### src/rtl/isar_pkg.sv
// Constants, carriers and state types of the slave front end.
// Assumes every design file refers to these items by package scope.
package isar_pkg;

    // Bus mode field values
    localparam logic [3:0] MODE_SLAVE7 = 4'h0;
    localparam logic [3:0] MODE_SLAVE10 = 4'h1;
    localparam logic [3:0] MODE_MASTER = 4'h2;
    localparam logic [3:0] MODE_FIRMWARE = 4'h3;

    // Leading bits of a 10-bit first address byte
    localparam logic [4:0] TEN_BIT_MARK = 5'h1e;

    // Bits in one byte on the bus
    localparam logic [3:0] BITS_PER_BYTE = 4'h8;

    // Master clock half-period step
    localparam logic [9:0] MASTER_HALF_STEP = 10'h002;

    // Transmit FIFO shape
    localparam int TX_FIFO_WIDTH = 8;
    localparam int TX_FIFO_DEPTH = 8;

    // Reset values
    localparam logic [7:0] BUFFER_RESET = 8'h00;
    localparam logic [7:0] STATUS_RESET = 8'h00;
    localparam logic [1:0] PINS_IDLE = 2'h3;

    // Status register, bit 7 first
    typedef struct packed {
        logic reserved7;
        logic smbus_levels;
        logic data_not_addr;
        logic stop_seen;
        logic start_seen;
        logic read_not_write;
        logic update_address_flag;
        logic buffer_full_flag;
    } isar_status_t;

    // Two-wire bus levels
    typedef struct packed {
        logic scl;
        logic sda;
    } isar_pins_t;

    typedef enum logic [2:0] {
        ST_IDLE,
        ST_RECV,
        ST_ACK,
        ST_HOLD,
        ST_TX,
        ST_TX_ACK
    } isar_state_t;

    typedef enum logic [1:0] {
        PH_ADDR_HI,
        PH_ADDR_LO,
        PH_DATA
    } isar_phase_t;

endpackage

### src/rtl/isar_slave.sv
// Two-wire serial port front end: slave addressing, reception, transmit hold.
// Assumes open-drain pins resolved outside; control bits are plain ports.
//
// Function
// - Four-bit mode selects 7-bit slave, 10-bit slave, master or firmware mode.
// - Master clock period is four times address value plus one, in clocks.
// - Port enable hands both pins to the serial bus logic.
// - Level select picks SMBus levels when 1, standard levels when 0.
// - Bytes shift in separately, then move to buffer and raise interrupt.
// - Byte completing while buffer unread sets overflow and is dropped.
// - 10-bit first byte is 11110, A9, A8, write bit; loaded first.
// - Matched address or later data byte is acknowledged and buffered.
// - No acknowledge when buffer full or overflow already set.
// - Buffer full at completion: keep buffer, no ack, set interrupt and overflow.
// - Buffer read clears full flag; overflow cleared only by software.
// - After enable wait for START, sample eight bits on clock rise.
// - Shift bits 7:1 compared with address at eighth clock fall.
// - Clean match loads buffer at 8th fall, interrupt at 9th fall.
// - Each 10-bit address byte, except a repeated-START read, sets update flag, holds clock until address write.
// - Repeated START with read bit in 10-bit mode matches first byte only, no update.
// - Matched write address clears direction bit and is buffered.
// - Interrupt raised every matched byte except a sent byte the master does not acknowledge; software clears it and reads status.
// - Full clear but overflow set: buffer updated, interrupt, no ack.
// - Status shows START, STOP, data/address, pending update, direction.
// - Matched read: ack, hold clock until data loaded and release set.
`timescale 1ns/1ps
`default_nettype none
module isar_slave (
    // Clock and reset
    input wire logic i_clk,
    input wire logic i_resetn,
    // Bus pins
    input wire logic i_scl,
    input wire logic i_sda,
    output logic o_scl_o,
    output logic o_scl_oe,
    output logic o_sda_o,
    output logic o_sda_oe,
    // Control bits
    input wire logic [3:0] i_mode,
    input wire logic i_port_enable,
    input wire logic i_level_select,
    input wire logic [7:0] i_slave_address,
    input wire logic i_address_write,
    input wire logic i_clock_release,
    // Software strobes
    input wire logic i_buffer_read,
    input wire logic i_overflow_clear,
    input wire logic i_irq_clear,
    // Transmit data
    input wire logic [7:0] i_tx_data,
    input wire logic i_tx_valid,
    output logic o_tx_ready,
    // Status
    output logic [7:0] o_rx_tx_buffer,
    output isar_pkg::isar_status_t o_port_status,
    output logic o_receive_overflow_flag,
    output logic o_port_interrupt_flag,
    output logic o_pins_serial,
    output logic o_smbus_levels
);
    isar_pkg::isar_pins_t pins_s;
    isar_pkg::isar_pins_t pins_d_r;
    isar_pkg::isar_state_t state_r;
    isar_pkg::isar_phase_t phase_r;
    logic [7:0] shift_reg_r;
    logic [7:0] tx_shift_r;
    logic [3:0] bit_cnt_r;
    logic ack_r;
    logic tx_mode_r;
    logic addressed10_r;
    logic host_nack_r;
    logic clock_release_bit_r;
    logic master_scl_r;
    logic [9:0] div_cnt_r;
    logic [9:0] half_period;
    logic scl_rise;
    logic scl_fall;
    logic start_det;
    logic stop_det;
    logic slave_on;
    logic master_on;
    logic ten_bit;
    logic match_hi;
    logic match_lo;
    logic matched;
    logic byte_done;
    logic accept;
    logic ack_fall;
    logic txack_fall;
    logic irq_evt;
    logic ua_set;
    logic load_tx;
    logic [7:0] fifo_data;
    logic fifo_valid;

    // Pin synchronisers
    isar_sync #(
        .W(2),
        .RESET_VALUE(isar_pkg::PINS_IDLE)
    ) u_sync (
        .i_clk(i_clk),
        .i_resetn(i_resetn),
        .i_async({i_scl, i_sda}),
        .o_sync(pins_s)
    );

    // Transmit data buffer
    isar_fifo #(
        .W(isar_pkg::TX_FIFO_WIDTH),
        .D(isar_pkg::TX_FIFO_DEPTH)
    ) u_tx_fifo (
        .i_clk(i_clk),
        .i_resetn(i_resetn),
        .i_in_data(i_tx_data),
        .i_in_valid(i_tx_valid),
        .o_in_ready(o_tx_ready),
        .o_out_data(fifo_data),
        .o_out_valid(fifo_valid),
        .i_out_ready(load_tx)
    );

    // Mode decode
    assign slave_on = i_port_enable & ((i_mode == isar_pkg::MODE_SLAVE7) |
        (i_mode == isar_pkg::MODE_SLAVE10));
    assign master_on = i_port_enable & (i_mode == isar_pkg::MODE_MASTER);
    assign ten_bit = (i_mode == isar_pkg::MODE_SLAVE10);

    // Bus edge and condition detection
    assign scl_rise = pins_s.scl & ~pins_d_r.scl;
    assign scl_fall = ~pins_s.scl & pins_d_r.scl;
    assign start_det = slave_on & pins_s.scl & pins_d_r.scl & pins_d_r.sda & ~pins_s.sda;
    assign stop_det = slave_on & pins_s.scl & pins_d_r.scl & ~pins_d_r.sda & pins_s.sda;

    // Address comparison
    assign match_hi = (shift_reg_r[7:1] == i_slave_address[7:1]) &
        (~ten_bit | (shift_reg_r[7:3] == isar_pkg::TEN_BIT_MARK));
    assign match_lo = (shift_reg_r == i_slave_address);
    assign matched = (phase_r == isar_pkg::PH_ADDR_HI) ? match_hi :
        (phase_r == isar_pkg::PH_ADDR_LO) ? match_lo : 1'b1;

    // Byte events
    assign byte_done = (state_r == isar_pkg::ST_RECV) & scl_fall &
        (bit_cnt_r == isar_pkg::BITS_PER_BYTE) & ~start_det & ~stop_det;
    assign accept = byte_done & matched;
    assign ack_fall = (state_r == isar_pkg::ST_ACK) & scl_fall;
    assign txack_fall = (state_r == isar_pkg::ST_TX_ACK) & scl_fall;
    assign irq_evt = ack_fall | (txack_fall & ~host_nack_r);
    assign ua_set = accept & (((phase_r == isar_pkg::PH_ADDR_HI) & ten_bit &
        ~(addressed10_r & shift_reg_r[0])) | (phase_r == isar_pkg::PH_ADDR_LO));
    assign load_tx = (state_r == isar_pkg::ST_HOLD) & tx_mode_r &
        clock_release_bit_r & fifo_valid & ~start_det & ~stop_det;

    // Pin history for edge detection
    always_ff @(posedge i_clk or negedge i_resetn) begin
        if (!i_resetn) begin
            pins_d_r <= isar_pkg::PINS_IDLE;
        end else begin
            pins_d_r <= pins_s;
        end
    end

    // Slave sequencer
    always_ff @(posedge i_clk or negedge i_resetn) begin
        if (!i_resetn) begin
            state_r <= isar_pkg::ST_IDLE;
            phase_r <= isar_pkg::PH_ADDR_HI;
            shift_reg_r <= isar_pkg::BUFFER_RESET;
            tx_shift_r <= isar_pkg::BUFFER_RESET;
            bit_cnt_r <= 4'h0;
            ack_r <= 1'b0;
            tx_mode_r <= 1'b0;
            addressed10_r <= 1'b0;
            host_nack_r <= 1'b0;
        end else if (!slave_on) begin
            state_r <= isar_pkg::ST_IDLE;
            phase_r <= isar_pkg::PH_ADDR_HI;
            tx_mode_r <= 1'b0;
            addressed10_r <= 1'b0;
        end else if (stop_det) begin
            state_r <= isar_pkg::ST_IDLE;
            phase_r <= isar_pkg::PH_ADDR_HI;
            tx_mode_r <= 1'b0;
            addressed10_r <= 1'b0;
        end else if (start_det) begin
            state_r <= isar_pkg::ST_RECV;
            phase_r <= isar_pkg::PH_ADDR_HI;
            bit_cnt_r <= 4'h0;
            tx_mode_r <= 1'b0;
        end else begin
            case (state_r)
                isar_pkg::ST_IDLE: begin
                    bit_cnt_r <= 4'h0;
                end
                isar_pkg::ST_RECV: begin
                    if (scl_rise && bit_cnt_r != isar_pkg::BITS_PER_BYTE) begin
                        shift_reg_r <= {shift_reg_r[6:0], pins_s.sda};
                        bit_cnt_r <= bit_cnt_r + 4'h1;
                    end
                    if (byte_done) begin
                        if (!matched) begin
                            state_r <= isar_pkg::ST_IDLE;
                            addressed10_r <= 1'b0;
                        end else begin
                            state_r <= isar_pkg::ST_ACK;
                            ack_r <= ~o_port_status.buffer_full_flag &
                                ~o_receive_overflow_flag;
                            case (phase_r)
                                isar_pkg::PH_ADDR_HI: begin
                                    tx_mode_r <= shift_reg_r[0] & ~ua_set;
                                    phase_r <= ua_set ? isar_pkg::PH_ADDR_LO :
                                        isar_pkg::PH_DATA;
                                end
                                isar_pkg::PH_ADDR_LO: begin
                                    phase_r <= isar_pkg::PH_DATA;
                                    addressed10_r <= 1'b1;
                                end
                                default: begin
                                    phase_r <= isar_pkg::PH_DATA;
                                end
                            endcase
                        end
                    end
                end
                isar_pkg::ST_ACK: begin
                    if (scl_fall) begin
                        bit_cnt_r <= 4'h0;
                        if (o_port_status.update_address_flag || tx_mode_r) begin
                            state_r <= isar_pkg::ST_HOLD;
                        end else begin
                            state_r <= isar_pkg::ST_RECV;
                        end
                    end
                end
                isar_pkg::ST_HOLD: begin
                    if (load_tx) begin
                        tx_shift_r <= fifo_data;
                        bit_cnt_r <= 4'h0;
                        state_r <= isar_pkg::ST_TX;
                    end else if (!tx_mode_r && !o_port_status.update_address_flag) begin
                        bit_cnt_r <= 4'h0;
                        state_r <= isar_pkg::ST_RECV;
                    end
                end
                isar_pkg::ST_TX: begin
                    if (scl_fall) begin
                        if (bit_cnt_r == isar_pkg::BITS_PER_BYTE - 4'h1) begin
                            state_r <= isar_pkg::ST_TX_ACK;
                        end else begin
                            tx_shift_r <= {tx_shift_r[6:0], 1'b1};
                            bit_cnt_r <= bit_cnt_r + 4'h1;
                        end
                    end
                end
                isar_pkg::ST_TX_ACK: begin
                    if (scl_rise) begin
                        host_nack_r <= pins_s.sda;
                    end
                    if (scl_fall) begin
                        if (host_nack_r) begin
                            state_r <= isar_pkg::ST_IDLE;
                            tx_mode_r <= 1'b0;
                        end else begin
                            state_r <= isar_pkg::ST_HOLD;
                        end
                    end
                end
                default: begin
                    state_r <= isar_pkg::ST_IDLE;
                end
            endcase
        end
    end

    // Receive buffer and full flag
    always_ff @(posedge i_clk or negedge i_resetn) begin
        if (!i_resetn) begin
            o_rx_tx_buffer <= isar_pkg::BUFFER_RESET;
            o_port_status.buffer_full_flag <= 1'b0;
        end else if (accept && !o_port_status.buffer_full_flag) begin
            o_rx_tx_buffer <= shift_reg_r;
            o_port_status.buffer_full_flag <= 1'b1;
        end else if (i_buffer_read) begin
            o_port_status.buffer_full_flag <= 1'b0;
        end
    end

    // Overflow flag
    always_ff @(posedge i_clk or negedge i_resetn) begin
        if (!i_resetn) begin
            o_receive_overflow_flag <= 1'b0;
        end else if (accept && o_port_status.buffer_full_flag) begin
            o_receive_overflow_flag <= 1'b1;
        end else if (i_overflow_clear) begin
            o_receive_overflow_flag <= 1'b0;
        end
    end

    // Interrupt flag
    always_ff @(posedge i_clk or negedge i_resetn) begin
        if (!i_resetn) begin
            o_port_interrupt_flag <= 1'b0;
        end else if (irq_evt) begin
            o_port_interrupt_flag <= 1'b1;
        end else if (i_irq_clear) begin
            o_port_interrupt_flag <= 1'b0;
        end
    end

    // Update address flag
    always_ff @(posedge i_clk or negedge i_resetn) begin
        if (!i_resetn) begin
            o_port_status.update_address_flag <= 1'b0;
        end else if (ua_set) begin
            o_port_status.update_address_flag <= 1'b1;
        end else if (i_address_write || !slave_on) begin
            o_port_status.update_address_flag <= 1'b0;
        end
    end

    // Remaining status bits
    always_ff @(posedge i_clk or negedge i_resetn) begin
        if (!i_resetn) begin
            o_port_status.reserved7 <= 1'b0;
            o_port_status.smbus_levels <= 1'b0;
            o_port_status.data_not_addr <= 1'b0;
            o_port_status.stop_seen <= 1'b0;
            o_port_status.start_seen <= 1'b0;
            o_port_status.read_not_write <= 1'b0;
        end else begin
            o_port_status.reserved7 <= 1'b0;
            o_port_status.smbus_levels <= i_level_select;
            if (!i_port_enable) begin
                o_port_status.start_seen <= 1'b0;
                o_port_status.stop_seen <= 1'b0;
            end else if (start_det) begin
                o_port_status.start_seen <= 1'b1;
                o_port_status.stop_seen <= 1'b0;
            end else if (stop_det) begin
                o_port_status.stop_seen <= 1'b1;
                o_port_status.start_seen <= 1'b0;
            end
            if (accept) begin
                o_port_status.data_not_addr <= (phase_r == isar_pkg::PH_DATA);
            end
            if (accept && phase_r == isar_pkg::PH_ADDR_HI) begin
                o_port_status.read_not_write <= shift_reg_r[0];
            end
        end
    end

    // Clock release bit
    always_ff @(posedge i_clk or negedge i_resetn) begin
        if (!i_resetn) begin
            clock_release_bit_r <= 1'b0;
        end else if (i_clock_release) begin
            clock_release_bit_r <= 1'b1;
        end else if (ack_fall || txack_fall || load_tx) begin
            clock_release_bit_r <= 1'b0;
        end
    end

    // Master bus clock divider
    assign half_period = {1'b0, i_slave_address, 1'b0} + isar_pkg::MASTER_HALF_STEP;

    always_ff @(posedge i_clk or negedge i_resetn) begin
        if (!i_resetn) begin
            div_cnt_r <= 10'h000;
            master_scl_r <= 1'b1;
        end else if (!master_on) begin
            div_cnt_r <= 10'h000;
            master_scl_r <= 1'b1;
        end else if (div_cnt_r >= half_period - 10'h001) begin
            div_cnt_r <= 10'h000;
            master_scl_r <= ~master_scl_r;
        end else begin
            div_cnt_r <= div_cnt_r + 10'h001;
        end
    end

    // Pin drivers
    always_ff @(posedge i_clk or negedge i_resetn) begin
        if (!i_resetn) begin
            o_scl_o <= 1'b1;
            o_scl_oe <= 1'b0;
            o_sda_o <= 1'b1;
            o_sda_oe <= 1'b0;
            o_pins_serial <= 1'b0;
            o_smbus_levels <= 1'b0;
        end else begin
            o_pins_serial <= i_port_enable;
            o_smbus_levels <= i_level_select;
            o_scl_o <= master_on & master_scl_r;
            o_scl_oe <= (slave_on & (state_r == isar_pkg::ST_HOLD)) |
                (master_on & ~master_scl_r);
            o_sda_o <= (state_r == isar_pkg::ST_TX) ? tx_shift_r[7] : 1'b0;
            o_sda_oe <= slave_on & (((state_r == isar_pkg::ST_ACK) & ack_r) |
                ((state_r == isar_pkg::ST_TX) & ~tx_shift_r[7]));
        end
    end
endmodule // isar_slave
`default_nettype wire

### src/rtl/isar_sync.sv
// Two-flop synchroniser for levels arriving from the bus pins.
// Assumes the inputs are asynchronous to i_clk.
`timescale 1ns/1ps
`default_nettype none
module isar_sync #(
    parameter int W = 2,
    parameter logic [W-1:0] RESET_VALUE = '1
) (
    // Clock and reset
    input wire logic i_clk,
    input wire logic i_resetn,
    // Levels
    input wire logic [W-1:0] i_async,
    output logic [W-1:0] o_sync
);
    logic [W-1:0] meta_r;

    always_ff @(posedge i_clk or negedge i_resetn) begin
        if (!i_resetn) begin
            meta_r <= RESET_VALUE;
            o_sync <= RESET_VALUE;
        end else begin
            meta_r <= i_async;
            o_sync <= meta_r;
        end
    end
endmodule // isar_sync
`default_nettype wire

### src/rtl/isar_fifo.sv
// Parameterised FIFO with valid/ready on both sides.
// Assumes both sides run on i_clk; output data is valid with o_out_valid.
`timescale 1ns/1ps
`default_nettype none
module isar_fifo #(
    parameter int W = 8,
    parameter int D = 8
) (
    // Clock and reset
    input wire logic i_clk,
    input wire logic i_resetn,
    // Fill side
    input wire logic [W-1:0] i_in_data,
    input wire logic i_in_valid,
    output logic o_in_ready,
    // Drain side
    output logic [W-1:0] o_out_data,
    output logic o_out_valid,
    input wire logic i_out_ready
);
    localparam int AW = (D > 1) ? $clog2(D) : 1;
    localparam int CW = $clog2(D + 1);

    logic [W-1:0] mem [D];
    logic [AW-1:0] wr_ptr_r;
    logic [AW-1:0] rd_ptr_r;
    logic [CW-1:0] count_r;
    logic [CW-1:0] count_nxt;
    logic push;
    logic pop;

    assign push = i_in_valid & o_in_ready;
    assign pop = o_out_valid & i_out_ready;
    assign count_nxt = count_r + CW'(push) - CW'(pop);
    assign o_out_data = mem[rd_ptr_r];

    // Storage
    always_ff @(posedge i_clk) begin
        if (push) begin
            mem[wr_ptr_r] <= i_in_data;
        end
    end

    // Pointers and flags
    always_ff @(posedge i_clk or negedge i_resetn) begin
        if (!i_resetn) begin
            wr_ptr_r <= '0;
            rd_ptr_r <= '0;
            count_r <= '0;
            o_in_ready <= 1'b1;
            o_out_valid <= 1'b0;
        end else begin
            if (push) begin
                wr_ptr_r <= (wr_ptr_r == AW'(D - 1)) ? '0 : wr_ptr_r + 1'b1;
            end
            if (pop) begin
                rd_ptr_r <= (rd_ptr_r == AW'(D - 1)) ? '0 : rd_ptr_r + 1'b1;
            end
            count_r <= count_nxt;
            o_in_ready <= (count_nxt != CW'(D));
            o_out_valid <= (count_nxt != '0);
        end
    end
endmodule // isar_fifo
`default_nettype wire

### config.mk
export PLATFORM = sky130hd
export DESIGN_NAME = isar_slave
export DESIGN_NICKNAME = d
export VERILOG_FILES = /design/src/rtl/isar_pkg.sv /design/src/rtl/isar_slave.sv /design/src/rtl/isar_sync.sv /design/src/rtl/isar_fifo.sv
export SDC_FILE = /design/constraint.sdc
export NUM_CORES = 1
export LEC_CHECK = 0
export BUFFER_PORTS_ARGS = -buffer_cell sky130_fd_sc_hd__buf_2
export CAP_MARGIN = 10
export CELL_PAD_IN_SITES_DETAIL_PLACEMENT = 0
export CELL_PAD_IN_SITES_GLOBAL_PLACEMENT = 1
export CORE_MARGIN = 2
export CORE_UTILIZATION = 55
export CTS_BUF_LIST = sky130_fd_sc_hd__clkbuf_4 sky130_fd_sc_hd__clkbuf_8
export CTS_CLUSTER_DIAMETER = 200
export DETAILED_ROUTE_END_ITERATION = 10
export HOLD_SLACK_MARGIN = 0.06
export PLACE_DENSITY_LB_ADDON = 0.1
export SETUP_SLACK_MARGIN = 0.3
export SYNTH_ARGS = -nofsm -noshare
export SYNTH_HDL_FRONTEND = slang
export SYNTH_SLANG_ARGS = --single-unit
### constraint.sdc
create_clock -name i_clk -period 4 [get_ports i_clk]
set_input_delay 0.8 -clock i_clk [delete_from_list [all_inputs] [get_ports i_clk]]
set_output_delay 0.8 -clock i_clk [all_outputs]
set_load 0.02 [all_outputs]
* Word level (Yosys, flattened, before mapping)
Memories as Yosys holds them, arrays and structs flattened.
Cells that the tools add are included.
** Word-level totals
- Output and inout bits :: 25
- RAM bits :: 64
- Logic and storage cells :: 257
- Memories kept :: 1
- ROM bits :: 0
- Register bits after elaboration :: 81
- Bits in latches :: 0
- Input bits :: 32
** Memories
- u_tx_fifo.mem :: words 8, width 8, rd ports 1, clocked after memory_dff 0, wr ports 1, RTL line isar_fifo.sv:24 : logic [W-1:0] mem [D];
** Operators by class
- $lt $le $gt $ge :: 1
- Reduce and logical (&&, ||, !) cells :: 33
- Bitwise operators :: 58
- Equality and inequality tests :: 46
- $add $sub $neg :: 8
- Divide/modulo/power cells :: 0
- Multiplexer cells :: 74
- Multiply operators :: 0
- Shifts and indexed selects :: 0
** Operators with widths (count)
- bitwise AND 1 bit :: 38
- 2-to-1 mux 3 bit :: 12
- != test 5 bit, second input constant :: 7
- 2-to-1 mux 1 bit :: 32
- 2-to-1 mux 2 bit :: 14
- 2-to-1 mux 4 bit :: 7
- 2-to-1 mux 8 bit :: 3
- 2-to-1 mux 10 bit :: 2
- case mux 4 bit (5 select lines) :: 1
- case mux 3 bit (6 select lines) :: 1
- != test 4 x 3 -> 1 bit, second input constant :: 4
- != test 4 bit, second input constant :: 4
- case mux 8 bit (2 select lines) :: 1
- NOT 1 bit :: 14
- AND reduction 7 bit :: 2
- == test 3 bit, second input constant :: 4
- != test 3 bit, second input constant :: 4
- AND reduction 6 bit :: 2
- nonzero test 2 bit :: 6
- adder 10 x 1 -> 10 bit, second input constant :: 1
- adder 9 x 2 -> 10 bit, second input constant :: 1
- greater-or-equal comparator 10 bit :: 1
- AND reduction 5 bit :: 2
- subtractor 10 x 1 -> 10 bit, second input constant :: 1
- other kinds (35) :: 56

* Depth between registers and ports, before layout
Gate-level depths: netlist of run 1.
- Depth after elaboration :: 21
- Depth in mapped cells :: 12
- Depth with buffers taken out :: 11

* Modules after synthesis
From an unflattened synthesis of run 1, not the netlist that was laid out.
** Unflattened totals
- Cells, all modules :: 486
- Area, all modules :: 6622.6 um^2
** Modules (own cells, without submodules)
- isar_slave :: seq. area each 1632.8 um^2, cells each 329, times used 1, area each 3387.0 um^2
- isar_fifo :: seq. area each 2223.4 um^2, cells each 153, times used 1, area each 3130.5 um^2
- isar_sync :: seq. area each 105.1 um^2, cells each 4, times used 1, area each 105.1 um^2

* Worst setup path after synthesis of run 1
No wires, ideal clock.
- Path type :: input to register
- Start point :: input i_mode[1]
- End point :: register u_tx_fifo.o_out_valid
- Buffers on the path :: 0
- Stages :: 10
- Arrival :: 3153 ps
- Path slack :: 721 ps
- Required time :: 3874 ps
- Setup time :: 126 ps
- Path through :: or4b_4 o21ai_1 inv_1 ha_1 inv_1 ha_1 fa_1 xor2_1 nor3_1 nand2b_1
** Between the ends
- Word-level cells in the longest chain between the ends :: 13
- Elaborated cells between the ends (all ways) :: 17
- Classes of those cells :: add/sub (1); eq/ne (1); bitwise (13); reduce/logical (2)
** RTL lines
- start: declaration :: RTL line isar_slave.sv:40 : input wire logic [3:0] i_mode,
- == test 4 x 1 -> 1 bit or logical NOT 4 bit (tied branches) :: RTL line isar_slave.sv:125, isar_slave.sv:124
- bitwise OR 1 bit (*) :: RTL line isar_slave.sv:124 : assign slave_on = i_port_enable & ((i_mode == isar_pkg::MODE_SLAVE7) |
- bitwise AND 1 bit (*) :: RTL line isar_slave.sv:124
- bitwise AND 1 bit (*) (2 in a row) :: RTL line isar_slave.sv:132, isar_slave.sv:133
- bitwise AND 1 bit (2 in a row) :: RTL line isar_slave.sv:132 : assign start_det = slave_on & pins_s.scl & pins_d_r.scl & pins_d_r.sda & ~pins_s.sda;
- NOT 1 bit (no source line)
- bitwise AND 1 bit :: RTL line isar_slave.sv:152 : clock_release_bit_r & fifo_valid & ~start_det & ~stop_det;
- bitwise AND 1 bit (*) :: RTL line isar_slave.sv:152
- bitwise AND 1 bit (*) :: RTL line isar_fifo.sv:33 : assign pop = o_out_valid & i_out_ready;
- named net u_tx_fifo.pop :: RTL line isar_fifo.sv:30 : logic pop;
- subtractor 4 x 1 -> 4 bit (*) :: RTL line isar_fifo.sv:34 : assign count_nxt = count_r + CW'(push) - CW'(pop);
- named net u_tx_fifo.count_nxt[2] :: RTL line isar_fifo.sv:28 : logic [CW-1:0] count_nxt;
- nonzero test 4 bit (*) :: RTL line isar_fifo.sv:61 : o_out_valid <= (count_nxt != '0);
- end signal: assignment :: RTL line isar_fifo.sv:61
- end: declaration :: RTL line isar_fifo.sv:18 : output logic o_out_valid,
Mark *: on every way through the listed nets, which the timed path passes. The rest lies on a longest branch.
A chain may end at the register's enable or synchronous reset.

* Worst setup path after layout of run 1
Ends and elaborated chain as after synthesis.

==> impl_results.md, run 1 <==
- PortBufs: 55
- Data required time of the worst path: 4.34 ns
- Power Internal: 2310 µW
- Reg clk slew, reported paths: 0.08 ns
- Seq/Total Area, Yosys: 0.602
- FILL cells: 909
- Row count: 39
- Final Skew: 0.00937 ns
- Clock Power Share: 0.316
- Commonest non-fill, non-tap cell in the layout: dfrtp_1
- Die Y: 113 µm
- Initial antenna violation count: 0
- Final hold violations: 0
- CTS sink cnt: 145
- Setup Buffers After CTS: 0
- Distinct cells, synth: 63
- CTS Buffer Depth: 2
- Final setup violating endpoints: 0
- Cell leakage power: 0.00307 µW
- Crit path launch: i_mode[1]
- Layout cell share with drive strength beyond 1: 0.253
- Max Cap Viol: 0
- Worst VDD drop: 0.350 mV
- P_sw: 849 µW
- Status: finished clean
- # H-tree levels: 4
- Synth Area in Adders: 0.0392
- Minimum clock period: 2.96 ns
- Vias: 4,072
- GRT Residual Overflow: 0
- Routed len/inst: 16.8 µm
- GRT Util Overall: 0.205
- FFs w/ async S/R, synth: 0.559
- Yosys reg bits: 145
- Num CTS Buffers: 17
- Sequential share of power: 0.560
- Routed WL: 12,200 µm
- Core footprint: 11,600 µm²
- Antenna-violating nets left: 0
- Root Driver: clkbuf_8
- Worst hold start: u_sync.meta_r[0]
- Synth top area share: 0.292
- Total power: 3160 µW
- Most frequent cells in the layout: dfrtp_1 (71), edfxtp_1 (64), buf_2 (54)
- Post-Synthesis Cells: 507
- 1st-pass router iterations: 4
- Chip width: 113 µm
- Hold-fix buffers, CTS: 0
- Critical path fanouts, max: 14
- Layout Area Growth over Synthesis: 11.6%
- Slew Viols, Final: 0
- Relative slew margins: 0.285
- First-pass GRT wire length: 20,100 µm
- Setup crit start kind: input pin
- DRT iter0 DRCs: 268
- Via/cell ratio: 5.62
- Vias in the first global route: 3,997
- Post-DP HPWL: 8380 µm
- Setup TNS Final: 0 ns
- Largest net degree at the start of global routing: 82
- Met2 Routed Length: 5980 µm
- R2R Path Start: pins_d_r[0]
- Highest clock rate: 338 MHz
- Worst path arrival time: 3.30 ns
- Critical path type: in -> reg
- Max Used Layer: met4
- Post-cts sizing count: 0
- Multiplexer share of the synthesized area: 0.107
- Syn Area/Cell: 13.0 µm²
- Combinational Power Share: 0.124
- Met3 routed WL: 604 µm
- DRT met1 WL: 5360 µm
- TritonCTS clock tree: built
- Synthesized area: 6580 µm²
- Worst-Margin Slew: 1.07 ns
- Synth warnings: 0
- Area leader, netlist: edfxtp_1
- Worst Hold Class: reg -> reg
- RSZ-0062 raised after global routing: false
- Dominant combinational cell family by area after synthesis: multiplexers
- Setup crit end kind: flop
- Crit share post-route: 0.740
- Post-synthesis simple-gate area fraction: 0.104
- Net count after synthesis: 559
- Die area: 12,900 µm²
- Sw Share: 0.269
- Complex-gate fraction of the synthesized area: 0.0903
- Initial Util: 0.569
- I/O pins: 57
- Post-synth EDFFs: 64
- DRC errors left: 0
- N_diodes: 0
- Clk_lat worst skew: 0.45 ns
- Dominant synthesized flop cell: dfrtp_1
- GPL Wtd Cong: 0.878
- Nets: 621
- Power Dens Cells: 430 nW/µm²
- Post-Synth XOR/XNOR Area: 0.0253
- Ranking of synthesized cells by area: edfxtp_1 (29%), dfrtp_1 (27%), mux4_2 (5.5%), dfstp_2 (4.0%), ha_1 (3.6%)
[per-layer routing]
metal | vias to the layer above | track usage
li1 | 1980 | -
met1 | 1965 | 0.266
met2 | 108 | 0.340
met3 | 19 | 0.0473
met4 | 0 | 0.0813
met5 | - | 0
[cell usage after synthesis (3+ instances only)]
cell / n
mux4_2: 16
dfrtp_1: 71
clkbuf_1: 8
nand3_1: 12
a21oi_1: 17
ha_1: 19
nand4_1: 4
nor2_1: 38
mux2_4: 8
nand2_1: 42
o31ai_1: 7
a211oi_1: 5
and2_1: 5
xor2_1: 9
mux2i_1: 9
nor2b_1: 5
o21ai_0: 23
nand2b_1: 6
mux2_2: 12
dfstp_2: 10
a21o_1: 8
nor3b_1: 3
edfxtp_1: 64
nor3_1: 12
buf_2: 6
o211ai_1: 3
o22ai_1: 4
xnor2_1: 10
inv_1: 28
[worst paths after layout]
kind                                          to  slack, ns  cells past startpoint
hold reg to reg                 u_sync.o_sync[0]       0.37                      0
setup / recovery           u_tx_fifo.o_out_valid       1.04                     11
max in group asynchronous          tx_shift_r[0]       2.84                      1
min in group asynchronous           bit_cnt_r[1]       0.52                      1
hold / removal                  u_sync.o_sync[0]       0.37                      0
setup reg to reg           u_tx_fifo.o_out_valid       1.27                     11
[area by class of cell]
type,count,area (µm²),area share
sequential,145,3960,0.540
multi-input combinational,315,2420,0.330
timing repair buffer,62,330,0.0450
clock buffer,18,241,0.0329
tap,143,179,0.0244
inverter,28,105,0.0143
clock inverter,13,104,0.0141
[metrics by stage]
stage               setup slack (ns)  area [µm²]  hold WS, ns   util  cells
global route                   0.900        7340        0.374  0.635    724
detailed placement             0.565        7000        0.349  0.605    693
global placement               0.598        7000        0.346  0.605    693
floorplan                      0.721        6580        0.345      -    507
CTS                             1.05        7340        0.368  0.635    724
finish                          1.04        7340        0.367  0.635    724
[registers in the layout, summed over array words and instances, names as in the netlist, 3 cells and up]
signal and cells:
bit_cnt_r 4, o_port_status 6, shift_reg_r 8, o_rx_tx_buffer 8, div_cnt_r 10, u_tx_fifo.wr_ptr_r 3
tx_shift_r 8, u_tx_fifo.count_r 4, u_tx_fifo.mem 64, state_r 3, u_tx_fifo.rd_ptr_r 3
[worst max-delay path, cell delays in order]
cell,delay [ns]
buf_2,0.11
or4b_4,0.64
o21ai_1,0.21
inv_1,0.11
ha_1,0.28
inv_1,0.04
ha_1,0.23
fa_1,0.41
xor2_1,0.19
nor3_1,0.20
nand2b_1,0.08
[power by group through the flow]
stage	sequential (µW)	combinational, µW	clock (µW)
2_1_floorplan	1780	264	0
3_3_place_gp	1790	383	0
3_5_place_dp	1800	404	0
4_1_cts	1770	402	1030
5_1_grt	1780	443	1100
6_report	1770	392	999
[kinds of logic (layout without fill, tap and decap cells)]
logic type | Yosys count | in the layout
DFF | 145 | 145
and+or+nand+nor | 141 | 141
AOI/OAI and AO/OA | 89 | 89
buffers and inverters | 47 | 121
muxes | 45 | 45
adders and majority gates | 20 | 20
xor gates and xnor gates | 19 | 19
other | 1 | 1
No activity file was read; power rests on OpenSTA's default activity.
==> run 2: changes to the inputs <==
- CORE_UTILIZATION: 55 -> 51
- clock period: 4 -> 3.1 ns (I/O delays scaled with it)
==> impl_results.md, run 2 (same netlist as run 1, synthesis figures left out) <==
- Power Dens Cells: 558 nW/µm²
- CTS Buffer Depth: 2
- Chip width: 118 µm
- P_sw: 1090 µW
- 1st-pass router iterations: 4
- Layout Area Growth over Synthesis: 13.8%
- Biggest register: u_tx_fifo.mem
- First-pass GRT wire length: 20,900 µm
- Worst Hold Class: in -> reg
- Clk_lat worst skew: 0.44 ns
- Min setup slack post-route: 0.462 ns
- Vias: 4,124
- Met1 usage: 0.265
- GRT Util Overall: 0.195
- Vias in the first global route: 4,012
- Placed Instances: 732
- Setup crit end kind: flop
- Most frequent cells in the layout: dfrtp_1 (71), edfxtp_1 (64), buf_2 (54)
- Final non-filler cell total: 764
- Critical path fanouts, max: 7
- Setup crit start kind: flop
- Worst-Margin Slew: 0.997 ns
- I/O pins: 57
- Cell leakage power: 0.00312 µW
- Final Skew: 0.0109 ns
- GPL Wtd Cong: 0.813
- Post-DP HPWL: 8800 µm
- Largest net degree at the start of global routing: 82
- Commonest non-fill, non-tap cell in the layout: dfrtp_1
- # H-tree levels: 4
- DRC errors left: 0
- Final hold violations: 0
- Status: finished clean
- Worst path arrival time: 2.97 ns
- Number of flip-flops in the largest register: 64
- Slew Viols, Final: 0
- Final setup violating endpoints: 0
- Relative slew margins: 0.336
- Die Y: 118 µm
- Reg clk slew, reported paths: 0.08 ns
- Sw Share: 0.261
- Initial antenna violation count: 0
- Routed len/inst: 16.5 µm
- GR Util met2: 0.303
- Combinational Power Share: 0.135
- Minimum clock period: 2.64 ns
- RSZ-0062 raised after global routing: false
- Die area: 13,800 µm²
- Dpl ws: 0.123 ns
- DRT iter0 DRCs: 238
- Row count: 41
- Hold-fix buffers, CTS: 0
- GR Util met3: 0.0591
- GRT Residual Overflow: 0
- Initial Util: 0.521
- TritonCTS clock tree: built
- Largest regs: u_tx_fifo.mem (64), div_cnt_r (10)
- Post-cts sizing count: 0
- Root Driver: clkbuf_8
- Layout cell share with drive strength beyond 1: 0.269
- Core footprint: 12,600 µm²
- Nets: 631
- Sequential share of power: 0.545
- Crit share post-route: 0.851
- PortBufs: 55
- Grt peak-use layer: met2
- Via/cell ratio: 5.40
- Setup Buffers After CTS: 0
- Antenna-violating nets left: 0
- Worst VDD drop: 0.600 mV
- N_diodes: 0
- Critical path type: reg -> reg
- Num CTS Buffers: 17
- Max Cap Viol: 0
- Power Internal: 3090 µW
- Setup TNS Final: 0 ns
- Highest clock rate: 379 MHz
- Routed WL: 12,600 µm
- Clock Power Share: 0.320
- CTS sink cnt: 145
- Data required time of the worst path: 3.43 ns
-- run 2: cell types whose count changed in the layout (fill, tap and decap cells not counted), sizes merged --
cell,previous run,this run
buf,62,72
bufinv,0,1
clkbuf,18,19
clkinv,6,4
clkinvlp,3,5
inv,32,31
-- run 2: worst paths after layout --
| path | depth (start not counted) | start | end | slack [ns] |
|---|---|---|---|---|
| setup / recovery | 10 | u_sync.o_sync[0] | u_tx_fifo.o_out_valid | 0.46 |
| hold / removal | 1 | i_sda | u_sync.meta_r[0] | 0.27 |
| setup reg to reg | 10 | u_sync.o_sync[0] | u_tx_fifo.o_out_valid | 0.46 |
| hold reg to reg | 0 | u_sync.meta_r[1] | u_sync.o_sync[1] | 0.36 |
| max in group asynchronous | 1 | i_resetn | state_r[2] | 2.11 |
| min in group asynchronous | 1 | i_resetn | bit_cnt_r[0] | 0.34 |
-- run 2: area by class of cell --
type	instances	area, µm²
Clock buffer	19	249
Multi-Input combinational cell	315	2440
Timing Repair Buffer	72	405
Inverter	28	105
Sequential cell	145	3960
Clock inverter	13	111
Tap cell	172	215
Fill cell	1064	5130
-- run 2: power groups by stage --
stage               sequential, µW  clock, µW  combinational [µW]
floorplan                     2300          0                 356
global placement              2310          0                 528
detailed placement            2320          0                 554
CTS                           2280       1390                 556
global route                  2300       1480                 644
finish                        2280       1340                 564
-- run 2: critical path, stage by stage, from the launching register on --
cell and delay, ns:
dfstp_2 0.61, xor2_1 0.16, nand3_1 0.18, o21ai_4 0.21, inv_2 0.07, ha_1 0.28
inv_1 0.06, ha_2 0.18, fa_2 0.47, nor3_4 0.22, nand2b_1 0.08
-- run 2: through the flow --
step | hold slack (ns) | power (µW) | utilization | instance area [µm²]
after floorplan | 0.324 | 2660 | - | 6600
after global placement | 0.347 | 2830 | 0.564 | 7120
after detailed placement | 0.352 | 2870 | 0.564 | 7120
after CTS | 0.237 | 4220 | 0.593 | 7480
after global routing | 0.227 | 4420 | 0.593 | 7490
final | 0.271 | 4180 | 0.593 | 7490
-- run 2: metal layers --
metal | vias to the layer above | share of wire
met5 | - | 0
met1 | 2024 | 0.46
li1 | 1990 | -
met4 | 0 | 0.017
met2 | 95 | 0.48
met3 | 15 | 0.046
==> run 3: changes to the inputs <==
==> constraint.sdc (replaced) <==
create_clock -name i_clk -period 3.1 [get_ports i_clk]
set_input_delay 0.31 -clock i_clk [delete_from_list [all_inputs] [get_ports i_clk]]
set_output_delay 0.31 -clock i_clk [all_outputs]
set_load 0.02 [all_outputs]
==> impl_results.md, run 3 (same netlist as run 1, synthesis figures left out) <==
- Status: finished clean
- Die Y: 118 µm
- Nets: 641
- Largest net degree at the start of global routing: 82
- Most frequent cells in the layout: dfrtp_1 (71), edfxtp_1 (64), buf_2 (54)
- Via/cell ratio: 5.39
- CTS sink cnt: 145
- Crit share post-route: 0.842
- Critical path type: reg -> reg
- Clk_lat worst skew: 0.45 ns
- Setup crit start kind: flop
- Routed len/inst: 16.5 µm
- GPL Wtd Cong: 0.787
- Routed WL: 12,800 µm
- N_diodes: 0
- Vias: 4,172
- Cell leakage power: 0.00318 µW
- Minimum clock period: 2.61 ns
- Biggest register: u_tx_fifo.mem
- Reg2reg path depth: 11
- Reg clk slew, reported paths: 0.08 ns
- Final setup violating endpoints: 0
- Layout cell share with drive strength beyond 1: 0.262
- Worst path arrival time: 2.95 ns
- Worst-Margin Slew: 1.00 ns
- I/O pins: 57
- GR Util met2: 0.333
- TritonCTS clock tree: built
- DRC errors left: 0
- Vias in the first global route: 4,169
- Setup TNS Final: 0 ns
- Worst hold start: i_tx_data[5]
- Critical path fanouts, max: 6
- Crit-path cells: xor2_1 -> nand3_1 -> o21ai_2 -> inv_2 -> ha_1 -> inv_1 -> ha_1 -> fa_2 -> xor2_1 -> nor3_2 -> nand2b_1
- RSZ-0062 raised after global routing: false
- Worst VDD drop: 0.409 mV
- Setup crit end kind: flop
- R2R Path Start: pins_d_r[0]
- Initial Util: 0.521
- Initial antenna violation count: 0
- Die area: 13,800 µm²
- Met1 usage: 0.257
- Num CTS Buffers: 17
- Root Driver: clkbuf_8
- FILL cells: 1,042
- 1st-pass router iterations: 4
- Power Dens Cells: 562 nW/µm²
- CTS Buffer Depth: 2
- Slew Viols, Final: 0
- Post-layout util: 0.602
- GR Util met3: 0.0484
- WHS Endpoint: u_tx_fifo.mem[0][5]
- Relative slew margins: 0.333
- GRT Residual Overflow: 0
- Worst path max stage delay: 0.58 ns
- Number of flip-flops in the largest register: 64
- Core footprint: 12,600 µm²
- Post-DP HPWL: 8780 µm
- Final hold violations: 0
- Top Family by Delay on Critical Path: adder cells
- First-pass GRT wire length: 21,300 µm
- PortBufs: 55
- Row count: 41
- Highest clock rate: 383 MHz
- Crit path launch: pins_d_r[0]
- Largest regs: u_tx_fifo.mem (64), div_cnt_r (10)
- Critical path buffer and inverter count: 2
- DRT iter0 DRCs: 252
- Final Skew: 0.00914 ns
- Max Cap Viol: 0
- Grt peak-use layer: met2
- Hold path depth: 1
- Layout Area Growth over Synthesis: 15.4%
- Chip width: 118 µm
- # H-tree levels: 4
- Worst reg2reg path endpoint: u_tx_fifo.o_out_valid
- Commonest non-fill, non-tap cell in the layout: dfrtp_1
- Data required time of the worst path: 3.44 ns
- Worst Hold Class: in -> reg
- Antenna-violating nets left: 0
- Cell with the largest stage delay on the worst path: dfstp_2
- Reg2reg setup slack: 0.49 ns
- GRT Util Overall: 0.201
==> run 3: stage by stage <==
step                std cells  power [µW]  area [µm²]  setup slack, ns  hold WS, ns
finish                    774        4270        7590            0.490        0.122
global route              774        4490        7590            0.310        0.103
CTS                       771        4320        7560            0.304       0.0839
detailed placement        730        2850        7080            0.206        0.349
global placement          730        2810        7080            0.287        0.352
floorplan                 507        2640        6580            0.311       0.0144
==> run 3: layout make-up <==
cell class | count | area [µm²] | share of cell area
tap | 172 | 215 | 0.0284
clock inverter | 13 | 135 | 0.0178
clock buffer | 19 | 249 | 0.0328
inverter | 28 | 105 | 0.0138
multi-input combinational | 315 | 2420 | 0.319
sequential | 145 | 3960 | 0.522
timing repair buffer | 82 | 503 | 0.0663
==> run 3: worst reg2reg max path, cell delays in order (launching register included) <==
cell	delay, ns
dfstp_2	0.58
xor2_1	0.15
nand3_1	0.14
o21ai_2	0.20
inv_2	0.08
ha_1	0.28
inv_1	0.04
ha_1	0.22
fa_2	0.37
xor2_1	0.19
nor3_2	0.19
nand2b_1	0.07
==> run 3: how the worst max path moves through the flow <==
stage                     cells past startpoint                     to
after floorplan                              10  u_tx_fifo.o_out_valid
after global placement                       11  u_tx_fifo.o_out_valid
after detailed placement                     11  u_tx_fifo.o_out_valid
after CTS                                    11  u_tx_fifo.o_out_valid
after global routing                         11  u_tx_fifo.o_out_valid
final                                        11  u_tx_fifo.o_out_valid
==> run 3: power by group <==
part           total [µW]  internal (µW)  switching [µW]  leakage, µW
combinational         543            244             298      0.00134
clock                1450            733             716     0.000191
sequential           2280           2190            82.6      0.00165
total                4270           3170            1100      0.00318
==> run 3: routing by layer <==
layer  share of wire  routed length [µm]
met2            0.50                6390
met5               0                   0
met3           0.042                 534
met4           0.017                 219
met1            0.44                5630
==> run 3: repair_timing <==
action | in CTS | in global routing
setup buffers | 0 | 3
hold buffers | 9 | 0
endpoints found under the hold margin | 79 | 0
resized for setup | 0 | 4
endpoints found under the setup margin | 0 | 2
